$ cat config.mk
export PLATFORM = sky130hd
export DESIGN_NAME = iads_top
export DESIGN_NICKNAME = d
export VERILOG_FILES = /design/src/verilog/iads_pkg.sv /design/src/verilog/iads_top.sv
export SDC_FILE = /design/constraint.sdc
export NUM_CORES = 1
export LEC_CHECK = 0
export BUFFER_PORTS_ARGS = -buffer_cell sky130_fd_sc_hd__buf_4
export CORE_MARGIN = 5
export CORE_UTILIZATION = 52
export CTS_CLUSTER_DIAMETER = 40
export DETAILED_ROUTE_END_ITERATION = 8
export PLACE_DENSITY = 0.79
export REMOVE_ABC_BUFFERS = 1
export SYNTH_ARGS = -nofsm -noshare
export SYNTH_HDL_FRONTEND = slang
export SYNTH_SLANG_ARGS = --single-unit
$ cat constraint.sdc
create_clock -name clk -period 2.7 [get_ports clk]
set_input_delay 0.54 -clock clk [delete_from_list [all_inputs] [get_ports clk]]
set_output_delay 0.54 -clock clk [all_outputs]
set_load 0.01 [all_outputs]
$ cat src/verilog/iads_pkg.sv
// Package for the in-out alarm gate, delay counter and step counter.
// Assumes a single 20 MHz clock; the 1 MHz count pulses are derived inside.
package iads_pkg;
  localparam int CLK_NS = 50;
  localparam int TICK_NS = 1000;
  // 1 MHz count pulse period in clock cycles
  localparam int TICK_CYCLES = TICK_NS / CLK_NS;
  localparam int DELAY_W = 14;
  localparam int DIV_W = 5;
  localparam logic [DIV_W-1:0] DIV_LAST = DIV_W'(TICK_CYCLES - 1);
  localparam logic [DELAY_W-1:0] DELAY_ALL_ONES = 14'h3fff;
  localparam logic [1:0] STEP_PRESET = 2'h3;
  localparam logic [1:0] STEP_ZERO = 2'h0;
  localparam logic [1:0] STEP_TWO = 2'h2;
  localparam int SHIFTS_PER_CYCLE = 4;
  localparam logic [2:0] SHIFT_COUNT = 3'(SHIFTS_PER_CYCLE);

  typedef struct packed {
    logic io_alarm;
    logic sync_initiation;
    logic scope_sync3;
    logic delay_end_carry;
    logic cycle_pulse;
    logic completion;
    logic shift;
    logic clock_restart;
  } iads_pulse_type;

  typedef struct packed {
    logic alarm_arm;
    logic interlock;
    logic clock_stopped;
    logic run;
    logic osync;
    logic end_pend;
    logic tick;
    logic [DIV_W-1:0] div;
    logic [DELAY_W-1:0] count;
    logic [1:0] step;
    logic [2:0] shift_left;
    iads_pulse_type pulse;
  } iads_state_type;
endpackage

$ cat src/verilog/iads_top.sv
// In-out alarm gate, 14-bit delay counter and 2-bit step counter.
// Assumes reset control and the synchronizer run on clk and send
// one-cycle pulses; the synchronizer output is already clk-aligned.
// What this block does
// Armed flag turns unit pulse into alarm
// Interlock setting clears alarm arm flag
// Completion pulse sets alarm arm flag
// External units send initiation when ready
// Delay starts on order or unalarmed pulse
// All ones start gives short delay
// 14-bit counter advances on 1 MHz ticks
// Carry stops run, sets output sync
// Clock pulse reloads ones, emits sync, end-carry
// Counter rests at ones; loadable by pulses
// Counter supports all required delay kinds
// End-carries become cycles, then completion
// Completion clears interlock, restarts clock, exported
// Two-bit counter; carry at three completes
// Counts 0-2 give cycle, four shifts
// Other units preset to three
// Zero load gives three cycles, completion
// Two load gives two delays
// Re-record select sets no interlock
// Preset to three on select, completion
// Three load inputs: three, zero, two
// Orders set interlock; completion clears it
// Reset: ones, idle, step three, disarmed
`timescale 1ns/100ps
`default_nettype none

module iads_top (
  input wire logic clk,
  input wire logic arst_n,
  input wire logic computer_clock_pulse,
  input wire logic sync_external_unit_pulse,
  input wire logic order_delay_start,
  input wire logic delay_load,
  input wire logic [iads_pkg::DELAY_W-1:0] delay_value,
  input wire logic step_preset,
  input wire logic step_load_zero,
  input wire logic step_load_two,
  input wire logic interlock_set,
  input wire logic select_rerecord,
  input wire logic stop_clock,
  output var iads_pkg::iads_pulse_type pulses,
  output logic interlock,
  output logic alarm_arm,
  output logic delay_running,
  output logic [iads_pkg::DELAY_W-1:0] delay_count,
  output logic [1:0] step_count
);

  iads_pkg::iads_state_type st;
  iads_pkg::iads_state_type next_st;
  logic set_lock;
  logic start_ext;
  logic carry14;

  function automatic logic step_full(input logic [1:0] s);
    // Both bits one: the next add pulse is the completion carry
    return s == iads_pkg::STEP_PRESET;
  endfunction

  always_comb begin
    next_st = st;
    next_st.pulse = '0;
    // Re-record selection completes at once, so no interlock
    set_lock = interlock_set && !select_rerecord;
    start_ext = sync_external_unit_pulse && !st.alarm_arm;
    carry14 = st.run && st.tick && (st.count == iads_pkg::DELAY_ALL_ONES);

    // Free-running 1 MHz count pulse from the 20 MHz clock
    if (st.div == iads_pkg::DIV_LAST) begin
      next_st.div = '0;
      next_st.tick = 1'b1;
    end else begin
      next_st.div = st.div + 1'b1;
      next_st.tick = 1'b0;
    end

    // Alarm gate
    if (sync_external_unit_pulse) begin
      if (st.alarm_arm) begin
        next_st.pulse.io_alarm = 1'b1;
      end else begin
        next_st.pulse.sync_initiation = 1'b1;
      end
    end
    // Completion arming wins over an order clearing in the same cycle
    if (st.pulse.completion) begin
      next_st.alarm_arm = 1'b1;
    end else if (set_lock) begin
      next_st.alarm_arm = 1'b0;
    end

    // Interlock: a new order wins over a completion in the same cycle
    if (set_lock) begin
      next_st.interlock = 1'b1;
    end else if (st.pulse.completion) begin
      next_st.interlock = 1'b0;
    end
    if (stop_clock) begin
      next_st.clock_stopped = 1'b1;
    end else if (st.pulse.completion && st.clock_stopped) begin
      next_st.clock_stopped = 1'b0;
      next_st.pulse.clock_restart = 1'b1;
    end

    // Delay counter: counts only while running, on tick only
    if (carry14) begin
      next_st.count = '0;
      next_st.run = 1'b0;
      next_st.osync = 1'b1;
    end else if (st.run && st.tick) begin
      next_st.count = st.count + 1'b1;
    end
    // Output sync waits for the computer clock pulse to align end-carry
    if (st.osync && computer_clock_pulse) begin
      // A carry in the same cycle keeps the flag set
      next_st.osync = carry14;
      next_st.count = iads_pkg::DELAY_ALL_ONES;
      next_st.pulse.scope_sync3 = 1'b1;
      next_st.end_pend = 1'b1;
    end else begin
      next_st.end_pend = 1'b0;
    end
    if (st.end_pend) begin
      next_st.pulse.delay_end_carry = 1'b1;
    end
    // Any delay kind is a loaded value; load overrides the reload
    if (delay_load) begin
      next_st.count = delay_value;
    end
    if (order_delay_start || start_ext) begin
      next_st.run = 1'b1;
    end

    // Step counter fed by the delay end-carry
    if (st.pulse.delay_end_carry) begin
      if (step_full(st.step)) begin
        next_st.pulse.completion = 1'b1;
        next_st.step = iads_pkg::STEP_PRESET;
      end else begin
        next_st.pulse.cycle_pulse = 1'b1;
        next_st.step = st.step + 1'b1;
        next_st.shift_left = iads_pkg::SHIFT_COUNT;
      end
    end
    if (step_preset) begin
      next_st.step = iads_pkg::STEP_PRESET;
    end else if (step_load_zero) begin
      next_st.step = iads_pkg::STEP_ZERO;
    end else if (step_load_two) begin
      next_st.step = iads_pkg::STEP_TWO;
    end

    // Four back-to-back shift pulses per cycle pulse
    if (st.shift_left != 3'h0) begin
      next_st.pulse.shift = 1'b1;
      if (!next_st.pulse.cycle_pulse) begin
        next_st.shift_left = st.shift_left - 1'b1;
      end
    end
  end

  always_ff @(posedge clk or negedge arst_n) begin
    if (!arst_n) begin
      st <= '0;
      st.count <= iads_pkg::DELAY_ALL_ONES;
      st.step <= iads_pkg::STEP_PRESET;
    end else begin
      st <= next_st;
    end
  end

  assign pulses = st.pulse;
  assign interlock = st.interlock;
  assign alarm_arm = st.alarm_arm;
  assign delay_running = st.run;
  assign delay_count = st.count;
  assign step_count = st.step;
endmodule

`default_nettype wire

# Yosys cells after proc, flatten, opt, wreduce, memory -nomap -nowiden
# Cells that the tools add are included.
[word_totals] register_bits=38 n_memories=0 word_cells=74 input_bits=26 mem_bits_rw=0 output_inout_bits=27 latch_bits=0 mem_bits_ro=0
[classes] n_mux=33 n_eq_ne=3 order_cmp=0 shifts=0 div=0 multipliers=0 n_reduce_logical=16 n_bitwise=0 n_addsub=4
[ops] operator="2-to-1 mux 14 bit" count=4
[ops] operator="2-to-1 mux 1 bit" count=17
[ops] operator="adder 14 x 1 -> 14 bit (second input constant)" count=1
[ops] operator="equality test 14 bit (second input constant)" count=1
[ops] operator="2-to-1 mux 2 bit" count=7
[ops] operator="2-to-1 mux 3 bit" count=3
[ops] operator="nonzero test 2 bit" count=4
[ops] operator="nonzero test 4 bit" count=2
[ops] operator="logical AND 1 bit" count=6
[ops] operator="2-to-1 mux 6 bit" count=1
[ops] operator="adder 5 x 1 -> 5 bit (second input constant)" count=1
[ops] operator="equality test 5 bit (second input constant)" count=1
[ops] operator="2-to-1 mux 5 bit" count=1
[ops] operator="nonzero test 3 bit" count=1
[ops] operator="subtractor 3 x 1 -> 3 bit (second input constant)" count=1
[ops] operator="adder 2 x 1 -> 2 bit (second input constant)" count=1
[ops] operator="equality test 2 bit (second input constant)" count=1
[ops] operator="zero test 1 bit" count=2
[ops] operator="logical OR 1 bit" count=1

# Longest topological paths before layout
# Gate-level depths: netlist of the first run.
[logic_depth] ltp_word=6 ltp_mapped=6 ltp_nobuf=5

# Worst setup path after synthesis of the first run
# No wires, ideal clock.
[synth_timing] kind="reg2reg" start="reg st, in the netlist delay_count[0]" end="reg st, in the netlist delay_count[11]" setup_slack_ps=691 arrival_ps=1930 path_stages_with_launch=7 path_cell_list="dfstp_2 > ha_1 > nand4_4 > or4_4 > buf_6 > a32o_1 > a22o_1"
[synth_between] elab_chain_len=5 word_cells_on_any_way=8 classes_between="add/sub (1); eq/ne (1); mux (4); reduce/logical (2)"
[synth_rtl] item="start: declaration" line="iads_top.sv:53" rtl="iads_pkg::iads_state_type st;"
[synth_rtl] item="start signal: assignment" line="iads_top.sv:172" rtl="st <= next_st;"
[synth_rtl] item="adder 14 x 1 -> 14 bit / equality test 14 bit (equally long branches)" line="iads_top.sv:115, iads_top.sv:70"
[synth_rtl] item="2-to-1 mux 14 bit / logical AND 1 bit (equally long branches)" line="iads_top.sv:114, iads_top.sv:70"
[synth_rtl] item="2-to-1 mux 14 bit" line="iads_top.sv:110" rtl="if (carry14) begin"
[synth_rtl] item="2-to-1 mux 14 bit" line="iads_top.sv:118" rtl="if (st.osync && computer_clock_pulse) begin"
[synth_rtl] item="2-to-1 mux 14 bit" line="iads_top.sv:131" rtl="if (delay_load) begin"
# Parallel ways exist; a longest one is shown, timed or not. The select of a mux whose other input is x is not followed.
# A chain may end at the register's enable or synchronous reset.

# Final worst setup path of the first run
# Same ends and word-level chain as after synthesis.

==> impl_metrics.xml, run 1 <==
<?xml version="1.0" encoding="UTF-8"?>
<metrics>
  <group name="run_status">
    <metric name="run_status" unit="">complete, no violations</metric>
  </group>
  <group name="synthesis">
    <metric name="synthesis.area" unit="um^2">2030</metric>
    <metric name="syn_inst" unit="">206</metric>
    <metric name="ys_async_sr_fraction" unit="%">100</metric>
    <metric name="synth_enable_flop_cells" unit="">0</metric>
    <metric name="syn-mean-instance-area" unit="um^2">9.88</metric>
    <metric name="synth.distinct_cells" unit="">47</metric>
    <metric name="sequential_share_of_the_synthesized_area" unit="%">47.7</metric>
    <metric name="synth-main-ff-cell" unit="">sky130_fd_sc_hd__dfrtp_1</metric>
    <metric name="yosys_warn_count" unit="">0</metric>
    <metric name="synth-seq-cells" unit="">38</metric>
  </group>
  <group name="timing">
    <metric name="finalCritPeriodShare" unit="%">76.3</metric>
    <metric name="setup_total_negative_slack" unit="ps">0</metric>
    <metric name="rsz0062_at_grt" unit="">no</metric>
    <metric name="timing.fmax" unit="MHz">486</metric>
    <metric name="finalHoldViolations" unit="">0</metric>
    <metric name="slew-limit-headroom" unit="%">63.1</metric>
    <metric name="timing.clock.skew" unit="ps">4.13</metric>
    <metric name="worst_hold_slack" unit="ps">195</metric>
    <metric name="worst_slack" unit="ps">640</metric>
    <metric name="timing_worst_slew_pin_value" unit="ps">546</metric>
    <metric name="finalMaxSlewViolations" unit="">0</metric>
    <metric name="period_needed" unit="ps">2060</metric>
    <metric name="final_setup_violation_count" unit="">0</metric>
  </group>
  <group name="floorplan">
    <metric name="floorplan.rows" unit="">22</metric>
    <metric name="start_util" unit="%">54.7</metric>
    <metric name="floorplan.die.width" unit="um">72.6</metric>
    <metric name="fp.dieH" unit="um">72.6</metric>
    <metric name="ioPinCount" unit="">53</metric>
    <metric name="die_area" unit="um^2">5260</metric>
    <metric name="coreArea" unit="um^2">3720</metric>
  </group>
  <group name="global_routing">
    <metric name="first_global_vias" unit="">1490</metric>
    <metric name="grt.total_usage" unit="%">17.7</metric>
    <metric name="grt_pass1_wl" unit="um">7180</metric>
    <metric name="initial_antenna_violation_count" unit="">0</metric>
    <metric name="globalRoute.totalOverflow" unit="">0</metric>
    <metric name="maximum_number_of_pins_on_one_net_before_global_route_repair" unit="">39</metric>
  </group>
  <group name="worst_setup_path">
    <metric name="timing.critical_path.max_delay_family" unit="">simple AND/OR/NAND/NOR gates</metric>
    <metric name="worst_r2r_startpoint" unit="">delay_count[0]</metric>
    <metric name="cp.arrival" unit="ps">2290</metric>
    <metric name="reg2reg_slack" unit="ps">640</metric>
    <metric name="crit_path_end_kind" unit="">flop</metric>
    <metric name="cp_data_required_time" unit="ps">2930</metric>
    <metric name="worst-setup-path-type" unit="">reg -&gt; reg</metric>
    <metric name="timing.critical_path.cells" unit="">ha_1, nand4_4, or4_4, a32o_1, a22o_1</metric>
    <metric name="critPathLaunchType" unit="">flop</metric>
    <metric name="worstReg2RegEnd" unit="">delay_count[11]</metric>
    <metric name="crit_buf_inv" unit="">0</metric>
    <metric name="reg2reg_depth" unit="">5</metric>
    <metric name="worstPathMaxFanout" unit="">8</metric>
    <metric name="cpMaxStageDelayCell" unit="">sky130_fd_sc_hd__or4_4</metric>
    <metric name="crit_path_max_incr_delay" unit="ps">630</metric>
  </group>
  <group name="final_layout">
    <metric name="num_antenna_cells" unit="">0</metric>
    <metric name="layout_commonest_cell" unit="">sky130_fd_sc_hd__buf_4</metric>
    <metric name="num-nets-final" unit="">267</metric>
    <metric name="layout.cells.most_common_list" unit="">sky130_fd_sc_hd__buf_4, sky130_fd_sc_hd__dfrtp_1, sky130_fd_sc_hd__nand2_1</metric>
    <metric name="syn2layout_area_growth" unit="%">16.4</metric>
    <metric name="layout.cells.non_filler" unit="">286</metric>
    <metric name="ratio_of_cells_with_drive_above_1_in_the_final_layout" unit="%">33.6</metric>
  </group>
  <group name="placement">
    <metric name="detailed_place_hpwl" unit="um">3040</metric>
    <metric name="pre_cts_ws" unit="ps">646</metric>
    <metric name="placed_cells" unit="">278</metric>
    <metric name="port_buffers" unit="">52</metric>
    <metric name="final_replace_weighted_congestion" unit="">0.865</metric>
  </group>
  <group name="route">
    <metric name="drtPass1Iterations" unit="">4</metric>
    <metric name="post-route-drc-count" unit="">0</metric>
    <metric name="average_wire_per_cell_in_the_routed_design" unit="um">14.8</metric>
    <metric name="drt_iter0_drc" unit="">116</metric>
    <metric name="ant_nets" unit="">0</metric>
    <metric name="route.vias.total" unit="">1540</metric>
    <metric name="wirelength" unit="um">4240</metric>
    <metric name="vias_per_cell" unit="">5.38</metric>
  </group>
  <group name="power">
    <metric name="total_leakage_power" unit="nW">1.08</metric>
    <metric name="power.ir.vdd_worst" unit="uV">318</metric>
    <metric name="power.total" unit="W">0.00134</metric>
    <metric name="p_per_area" unit="nW/um^2">566</metric>
  </group>
  <group name="clock_network">
    <metric name="cts_inserted_buffers" unit="">5</metric>
    <metric name="clkSinkCount" unit="">38</metric>
    <metric name="insertion_delay" unit="ps">300</metric>
    <metric name="ctsHoldBuffers" unit="">0</metric>
    <metric name="cts-htree-levels" unit="">2</metric>
    <metric name="clock_tree.root_cell" unit="">sky130_fd_sc_hd__clkbuf_8</metric>
    <metric name="cts_tree" unit="">built</metric>
    <metric name="cts_repair_resize_count" unit="">0</metric>
    <metric name="clkSlewWorstSetupHoldPaths" unit="ps">70</metric>
    <metric name="postCtsSetupBuffers" unit="">0</metric>
    <metric name="max-clock-path-buffers" unit="">2</metric>
  </group>
  <group name="worst_hold_path">
    <metric name="hold_path.class" unit="">in -&gt; async</metric>
  </group>
  <group name="job">
    <metric name="max_cap_viol_count" unit="">0</metric>
  </group>
</metrics>
-- sequential cells by signal (all words and copies together), names as in the netlist --
signal	cells
delay_count	14
st	11
pulses	8
step_count	2
alarm_arm	1
delay_running	1
interlock	1
-- stage by stage --
stage	area [um^2]	util [%]
after detailed placement	2290	61.5
after global placement	2290	61.5
final	2370	63.7
after global routing	2370	63.7
after floorplan	1830	-
after CTS	2370	63.7
-- synthesized netlist by cell type (4+ instances only) --
cell type | n | area share (%)
sky130_fd_sc_hd__a32oi_1 | 4 | 1.7
sky130_fd_sc_hd__nand4_1 | 4 | 1.2
sky130_fd_sc_hd__a31oi_1 | 5 | 1.5
sky130_fd_sc_hd__clkbuf_1 | 4 | 0.74
sky130_fd_sc_hd__dfrtp_1 | 22 | 27
sky130_fd_sc_hd__inv_1 | 15 | 2.8
sky130_fd_sc_hd__ha_1 | 4 | 2.5
sky130_fd_sc_hd__buf_4 | 24 | 8.9
sky130_fd_sc_hd__nand3_1 | 6 | 1.5
sky130_fd_sc_hd__nor2_1 | 16 | 3.0
sky130_fd_sc_hd__dfstp_2 | 16 | 21
sky130_fd_sc_hd__o21ai_0 | 6 | 1.5
sky130_fd_sc_hd__xnor2_1 | 8 | 3.4
sky130_fd_sc_hd__nand2_1 | 18 | 3.3
sky130_fd_sc_hd__nor3_1 | 5 | 1.2
-- area by class of cell --
type	instances	area (um^2)
Fill cell	323	1350
Inverter	16	60.1
Sequential cell	38	971
Tap cell	48	60.1
Timing Repair Buffer	53	398
Clock inverter	2	10.0
Multi-Input combinational cell	123	797
Clock buffer	6	72.6
-- routing by layer --
layer  track usage [%]  routed length [um]  vias to the layer above
met1              24.7                1870                      719
met4              7.58                  72                        0
met2              25.6                1980                       53
met5                 0                   0                        -
li1                  -                   -                      762
met3              4.99                 316                        6
-- report_power, final --
group	switching [W]	internal, W	leakage [nW]
logic	0.000142	0.000133	0.601
clock network	0.000201	0.000179	0.0450
registers	0.0000478	0.000638	0.438
total	0.000390	0.000950	1.08
-- kinds of logic after synthesis --
family                     Yosys count  share of synthesized area, %
muxes                                1                         0.492
and+or+nand+nor                     70                          18.4
xor gates and xnor gates             9                          3.87
DFF                                 38                          47.7
adders and majority gates            4                          2.46
buffers and inverters               45                          13.1
AOI/OAI and AO/OA                   39                          14.0
-- worst max path at each step --
stage / slack (ps) / depth (start not counted) / endpoint / start
CTS: 640 / 5 / delay_count[11] / delay_count[0]
finish: 640 / 5 / delay_count[11] / delay_count[0]
global placement: 690 / 5 / delay_count[11] / delay_count[0]
detailed placement: 650 / 5 / delay_count[11] / delay_count[0]
global route: 580 / 5 / delay_count[11] / delay_count[0]
floorplan: 720 / 5 / delay_count[11] / delay_count[0]
Power figures use the tool's default switching activity.
==> run 2: changes to the inputs <==
Clock period 2.7 ns to 2.08 ns, I/O delays scaled along.
==> run 2 against run 1 <==
  * Flip-flop and latch count unchanged
  * Power up 34%
  * Design area up 2.1%
  * Utilization up 1.3 points
  * Clock power up 43%
  * Combinational power up 33%
  * Critical path type unchanged
  * Highest routed layer unchanged
==> impl_metrics.xml, run 2 (synthesized netlist as in run 1, its figures left out) <==
<?xml version="1.0" encoding="UTF-8"?>
<metrics>
  <group name="run_status">
    <metric name="run_status" unit="">complete, no violations</metric>
  </group>
  <group name="timing">
    <metric name="finalHoldViolations" unit="">0</metric>
    <metric name="timing.fmax" unit="MHz">503</metric>
    <metric name="final_setup_violation_count" unit="">0</metric>
    <metric name="setup_total_negative_slack" unit="ps">0</metric>
    <metric name="timing.clock.skew" unit="ps">3.01</metric>
    <metric name="rsz0062_at_grt" unit="">no</metric>
    <metric name="worst_slack" unit="ps">90.5</metric>
    <metric name="slew-limit-headroom" unit="%">62.2</metric>
    <metric name="period_needed" unit="ps">1990</metric>
    <metric name="finalMaxSlewViolations" unit="">0</metric>
    <metric name="timing_worst_slew_pin_value" unit="ps">561</metric>
    <metric name="finalCritPeriodShare" unit="%">95.7</metric>
  </group>
  <group name="worst_setup_path">
    <metric name="worst-setup-path-type" unit="">reg -&gt; reg</metric>
    <metric name="worstReg2RegEnd" unit="">delay_count[11]</metric>
    <metric name="cpMaxStageDelayCell" unit="">sky130_fd_sc_hd__or4_4</metric>
    <metric name="reg2reg_slack" unit="ps">90</metric>
    <metric name="worst_r2r_startpoint" unit="">delay_count[0]</metric>
    <metric name="worstSetupEndpoint" unit="">delay_count[11]</metric>
    <metric name="cp.arrival" unit="ps">2230</metric>
    <metric name="timing.critical_path.cells" unit="">ha_1, nand4_4, or4_4, a32o_1, a22o_1</metric>
    <metric name="worstPathMaxFanout" unit="">8</metric>
    <metric name="reg2reg_depth" unit="">5</metric>
    <metric name="cp_data_required_time" unit="ps">2320</metric>
    <metric name="crit_path_end_kind" unit="">flop</metric>
    <metric name="critPathLaunchType" unit="">flop</metric>
    <metric name="critPathLaunch" unit="">delay_count[0]</metric>
    <metric name="crit_path_max_incr_delay" unit="ps">610</metric>
  </group>
  <group name="final_layout">
    <metric name="syn2layout_area_growth" unit="%">18.9</metric>
    <metric name="largest_register_ffs" unit="">14</metric>
    <metric name="finalCoreUtilization" unit="%">65.1</metric>
    <metric name="num-nets-final" unit="">272</metric>
    <metric name="layout.cells.non_filler" unit="">291</metric>
    <metric name="num_antenna_cells" unit="">0</metric>
    <metric name="layout_commonest_cell" unit="">sky130_fd_sc_hd__buf_4</metric>
    <metric name="num-fill-cells" unit="">318</metric>
    <metric name="ratio_of_cells_with_drive_above_1_in_the_final_layout" unit="%">35.4</metric>
    <metric name="layout.cells.most_common_list" unit="">sky130_fd_sc_hd__buf_4, sky130_fd_sc_hd__dfrtp_1, sky130_fd_sc_hd__nand2_1</metric>
  </group>
  <group name="global_routing">
    <metric name="grtUsageMet2" unit="%">27.7</metric>
    <metric name="grt_pass1_wl" unit="um">7250</metric>
    <metric name="met1_usage" unit="%">23.6</metric>
    <metric name="grt.total_usage" unit="%">17.8</metric>
    <metric name="maximum_number_of_pins_on_one_net_before_global_route_repair" unit="">39</metric>
    <metric name="grt_util_met3" unit="%">5.12</metric>
    <metric name="globalRoute.totalOverflow" unit="">0</metric>
    <metric name="initial_antenna_violation_count" unit="">0</metric>
    <metric name="first_global_vias" unit="">1538</metric>
    <metric name="grt-busiest-layer" unit="">met2</metric>
  </group>
  <group name="clock_network">
    <metric name="ctsHoldBuffers" unit="">0</metric>
    <metric name="postCtsSetupBuffers" unit="">0</metric>
    <metric name="clock_tree.root_cell" unit="">sky130_fd_sc_hd__clkbuf_8</metric>
    <metric name="insertion_delay" unit="ps">300</metric>
    <metric name="clkSlewWorstSetupHoldPaths" unit="ps">80</metric>
    <metric name="cts_repair_resize_count" unit="">0</metric>
    <metric name="max-clock-path-buffers" unit="">2</metric>
    <metric name="clkSinkCount" unit="">38</metric>
    <metric name="cts_inserted_buffers" unit="">5</metric>
    <metric name="cts_tree" unit="">built</metric>
    <metric name="cts-htree-levels" unit="">2</metric>
  </group>
  <group name="route">
    <metric name="vias_per_cell" unit="">5.57</metric>
    <metric name="drtPass1Iterations" unit="">4</metric>
    <metric name="ant_nets" unit="">0</metric>
    <metric name="post-route-drc-count" unit="">0</metric>
    <metric name="drt_iter0_drc" unit="">111</metric>
    <metric name="wirelength" unit="um">4440</metric>
    <metric name="average_wire_per_cell_in_the_routed_design" unit="um">15.2</metric>
    <metric name="route.vias.total" unit="">1622</metric>
  </group>
  <group name="floorplan">
    <metric name="floorplan.die.width" unit="um">72.6</metric>
    <metric name="die_area" unit="um^2">5260</metric>
    <metric name="coreArea" unit="um^2">3720</metric>
    <metric name="fp.dieH" unit="um">72.6</metric>
    <metric name="floorplan.rows" unit="">22</metric>
    <metric name="start_util" unit="%">54.7</metric>
    <metric name="ioPinCount" unit="">53</metric>
  </group>
  <group name="worst_hold_path">
    <metric name="hold_path.class" unit="">in -&gt; async</metric>
  </group>
  <group name="power">
    <metric name="power.total" unit="W">0.00180</metric>
    <metric name="p_per_area" unit="nW/um^2">745</metric>
    <metric name="power.ir.vdd_worst" unit="uV">546</metric>
    <metric name="total_leakage_power" unit="nW">1.11</metric>
  </group>
  <group name="placement">
    <metric name="placed_cells" unit="">283</metric>
    <metric name="pre_cts_ws" unit="ps">93.5</metric>
    <metric name="detailed_place_hpwl" unit="um">3250</metric>
    <metric name="port_buffers" unit="">52</metric>
    <metric name="final_replace_weighted_congestion" unit="">0.878</metric>
  </group>
  <group name="job">
    <metric name="max_cap_viol_count" unit="">0</metric>
  </group>
</metrics>
==> run 2: how the worst min path moves through the flow <==
stage	endpoint	slack (ps)	cells after the start
after floorplan	alarm_arm	120	0
after global placement	pulses[4]	390	0
after detailed placement	pulses[4]	390	0
after CTS	st[10]	80	1
after global routing	pulses[1]	90	1
final	st[8]	60	1
==> run 2: worst max-delay path: cells and delay by family (launching register included) <==
| family | cells | cell delay [ps] |
|---|---|---|
| compound gates | 2 | 420 |
| fa+ha+maj | 1 | 220 |
| flops | 1 | 570 |
| simple gates | 2 | 720 |
==> run 2: metrics by stage <==
step | instance area, um^2 | hold slack [ps]
after floorplan | 1830 | 120
after CTS | 2420 | 77.8
final | 2420 | 60.3
after global placement | 2320 | 387
after global routing | 2420 | 93.0
after detailed placement | 2320 | 387
==> run 2: layer usage <==
| layer | up-vias | routed length, um |
|---|---|---|
| met1 | 782 | 1940 |
| li1 | 775 | - |
| met2 | 58 | 2070 |
| met3 | 7 | 362 |
| met4 | 0 | 63 |
| met5 | - | 0 |
==> run 2: area by class of cell <==
class | count | area, um^2 | share of cell area (%)
clock buffer | 6 | 82.6 | 3.41
inverter | 16 | 60.1 | 2.48
tap | 48 | 60.1 | 2.48
multi-input combinational | 123 | 797 | 33.0
sequential | 38 | 971 | 40.1
timing repair buffer | 58 | 435 | 18.0
clock inverter | 2 | 12.5 | 0.517
==> run 2: report_power, final <==
group	internal, W	total (W)	switching [W]
combinational	0.000179	0.000365	0.000186
clock	0.000266	0.000545	0.000279
sequential	0.000828	0.000891	0.0000626
==> run 3: changes to the inputs <==
Settings changed: BUFFER_PORTS_ARGS -buffer_cell sky130_fd_sc_hd__buf_4 to -buffer_cell sky130_fd_sc_hd__buf_2.
==> run 3 against run 2 <==
  * Design area is 4.4% lower
  * Count of clock-buffer cells in the layout rose by 1
  * Largest cell class unchanged
  * Flip-flop and latch count unchanged
  * Sequential power about the same
  * Clock skew is essentially flat
  * Critical endpoint unchanged
  * Largest power group unchanged
  * Sequential share of layout area grew 1.8 points
  * Utilization down 2.9 points
  * Critical path depth unchanged
  * Clock power rose by 17%
  * Cell count unchanged
==> impl_metrics.xml, run 3 (synthesized netlist as in run 1, its figures left out) <==
<?xml version="1.0" encoding="UTF-8"?>
<metrics>
  <group name="run_status">
    <metric name="run_status" unit="">complete, no violations</metric>
  </group>
  <group name="global_routing">
    <metric name="grt.total_usage" unit="%">17.1</metric>
    <metric name="maximum_number_of_pins_on_one_net_before_global_route_repair" unit="">30</metric>
    <metric name="first_global_vias" unit="">1524</metric>
    <metric name="grt_pass1_wl" unit="um">7040</metric>
    <metric name="globalRoute.totalOverflow" unit="">0</metric>
    <metric name="initial_antenna_violation_count" unit="">0</metric>
  </group>
  <group name="power">
    <metric name="total_leakage_power" unit="nW">1.07</metric>
    <metric name="p_per_area" unit="nW/um^2">802</metric>
    <metric name="power.ir.vdd_worst" unit="uV">446</metric>
  </group>
  <group name="final_layout">
    <metric name="layout_commonest_cell" unit="">sky130_fd_sc_hd__buf_2</metric>
    <metric name="layout.cells.most_common_list" unit="">sky130_fd_sc_hd__buf_2, sky130_fd_sc_hd__dfrtp_1, sky130_fd_sc_hd__nand2_1</metric>
    <metric name="ratio_of_cells_with_drive_above_1_in_the_final_layout" unit="%">35.4</metric>
    <metric name="num_antenna_cells" unit="">0</metric>
    <metric name="largest_register_ffs" unit="">14</metric>
    <metric name="finalCoreUtilization" unit="%">62.2</metric>
    <metric name="syn2layout_area_growth" unit="%">13.7</metric>
    <metric name="num-nets-final" unit="">272</metric>
    <metric name="final_area" unit="um^2">2310</metric>
  </group>
  <group name="worst_setup_path">
    <metric name="crit_buf_inv" unit="">0</metric>
    <metric name="cpMaxStageDelayCell" unit="">sky130_fd_sc_hd__or4_4</metric>
    <metric name="cp.arrival" unit="ps">2190</metric>
    <metric name="timing.critical_path.max_delay_family" unit="">simple AND/OR/NAND/NOR gates</metric>
    <metric name="critPathLaunchType" unit="">flop</metric>
    <metric name="worst-setup-path-type" unit="">reg -&gt; reg</metric>
    <metric name="crit_path_max_incr_delay" unit="ps">610</metric>
    <metric name="timing.critical_path.cells" unit="">ha_2, nand4_4, or4_4, a32o_1, a22o_1</metric>
    <metric name="cp_data_required_time" unit="ps">2300</metric>
    <metric name="worstPathMaxFanout" unit="">8</metric>
    <metric name="crit_path_end_kind" unit="">flop</metric>
  </group>
  <group name="floorplan">
    <metric name="floorplan.rows" unit="">22</metric>
    <metric name="ioPinCount" unit="">53</metric>
    <metric name="die_area" unit="um^2">5260</metric>
    <metric name="coreArea" unit="um^2">3720</metric>
    <metric name="fp.dieH" unit="um">72.6</metric>
    <metric name="floorplan.die.width" unit="um">72.6</metric>
    <metric name="start_util" unit="%">54.7</metric>
  </group>
  <group name="timing">
    <metric name="final_setup_violation_count" unit="">0</metric>
    <metric name="slew-limit-headroom" unit="%">60.2</metric>
    <metric name="finalMaxSlewViolations" unit="">0</metric>
    <metric name="timing_worst_slew_pin_value" unit="ps">596</metric>
    <metric name="rsz0062_at_grt" unit="">no</metric>
    <metric name="timing.fmax" unit="MHz">506</metric>
    <metric name="finalCritPeriodShare" unit="%">94.9</metric>
    <metric name="setup_total_negative_slack" unit="ps">0</metric>
    <metric name="finalHoldViolations" unit="">0</metric>
    <metric name="timing.clock.skew" unit="ps">2.52</metric>
    <metric name="period_needed" unit="ps">1970</metric>
  </group>
  <group name="route">
    <metric name="vias_per_cell" unit="">5.49</metric>
    <metric name="ant_nets" unit="">0</metric>
    <metric name="routed-wl-met3" unit="um">286</metric>
    <metric name="average_wire_per_cell_in_the_routed_design" unit="um">14.6</metric>
    <metric name="wl_met1" unit="um">1920</metric>
    <metric name="met2WireLength" unit="um">1990</metric>
    <metric name="drtPass1Iterations" unit="">4</metric>
    <metric name="post-route-drc-count" unit="">0</metric>
    <metric name="route.vias.total" unit="">1598</metric>
    <metric name="drt_iter0_drc" unit="">150</metric>
    <metric name="highest_routed_metal_layer" unit="">met4</metric>
    <metric name="wirelength" unit="um">4250</metric>
  </group>
  <group name="placement">
    <metric name="final_replace_weighted_congestion" unit="">0.850</metric>
    <metric name="detailed_place_hpwl" unit="um">3190</metric>
    <metric name="port_buffers" unit="">52</metric>
    <metric name="dpl_cell_area" unit="um^2">2190</metric>
  </group>
  <group name="clock_network">
    <metric name="cts_tree" unit="">built</metric>
    <metric name="clock_tree.root_cell" unit="">sky130_fd_sc_hd__clkbuf_8</metric>
    <metric name="insertion_delay" unit="ps">280</metric>
    <metric name="cts_inserted_buffers" unit="">5</metric>
    <metric name="clkSinkCount" unit="">38</metric>
    <metric name="max-clock-path-buffers" unit="">2</metric>
    <metric name="clkSlewWorstSetupHoldPaths" unit="ps">70</metric>
    <metric name="ctsHoldBuffers" unit="">0</metric>
    <metric name="cts-htree-levels" unit="">2</metric>
  </group>
  <group name="job">
    <metric name="max_cap_viol_count" unit="">0</metric>
  </group>
  <group name="worst_hold_path">
    <metric name="hold_path.class" unit="">in -&gt; async</metric>
  </group>
</metrics>
==> run 3: cell types whose count changed in the layout (fill, tap and decap cells not counted) <==
cell / change
sky130_fd_sc_hd__buf_2: +52
sky130_fd_sc_hd__buf_4: -52
sky130_fd_sc_hd__bufinv_16: +1
sky130_fd_sc_hd__clkbuf_1: +1
sky130_fd_sc_hd__clkinv_2: -1
sky130_fd_sc_hd__clkinvlp_4: -1
sky130_fd_sc_hd__ha_1: -1
sky130_fd_sc_hd__ha_2: +1
==> run 3: layout make-up <==
cell class	count	area, um^2
inverters	16	60.1
multi-input cells	123	800
repair buffers	58	305
fillers	313	1400
well taps	48	60.1
clock buffers	7	86.3
flip-flops and latches	38	971
clock inverters	1	30.0
==> run 3: path summary, 6_finish.rpt <==
kind / start / slack (ps) / end / depth (start not counted)
worst max-delay path: delay_count[0] / 110 / delay_count[11] / 5
worst min-delay path: arst_n / 130 / st[9] / 1
worst max register to register: delay_count[0] / 110 / delay_count[11] / 5
worst min register to register: pulses[5] / 390 / pulses[4] / 0
max in group asynchronous: arst_n / 1320 / delay_count[6] / 2
min in group clk: step_load_zero / 290 / step_count[0] / 2
==> run 3: metrics by stage <==
| step | total power [W] | worst slack [ps] | hold WS, ps | cells |
|---|---|---|---|---|
| global route | 0.00196 | 15.9 | 178 | 291 |
| floorplan | 0.00110 | 98.5 | 120 | 177 |
| CTS | 0.00187 | 81.7 | 151 | 291 |
| detailed placement | 0.00123 | 91.7 | 379 | 283 |
| global placement | 0.00122 | 127 | 385 | 283 |
| finish | 0.00185 | 105 | 128 | 291 |
==> run 3: repair_timing <==
action	in CTS	in global routing
endpoints found under the setup margin	0	1
setup buffers	0	0
gates resized for setup	0	1
==> run 3: worst reg2reg max path, cell delays in order (launching register included) <==
cell and delay, ps:
sky130_fd_sc_hd__dfstp_2 570, sky130_fd_sc_hd__ha_2 210, sky130_fd_sc_hd__nand4_4 100, sky130_fd_sc_hd__or4_4 610, sky130_fd_sc_hd__a32o_1 250, sky130_fd_sc_hd__a22o_1 170
==> run 3: routing by layer <==
| metal | vias up | track usage (%) |
|---|---|---|
| li1 | 774 | - |
| met1 | 768 | 23.5 |
| met2 | 49 | 26.7 |
| met3 | 7 | 3.05 |
| met4 | 0 | 6.56 |
| met5 | - | 0 |
==> run 3: power by group <==
group          switching (W)  internal [W]
Sequential         0.0000598      0.000828
Clock               0.000246      0.000391
Combinational       0.000182      0.000147
Total               0.000488       0.00137
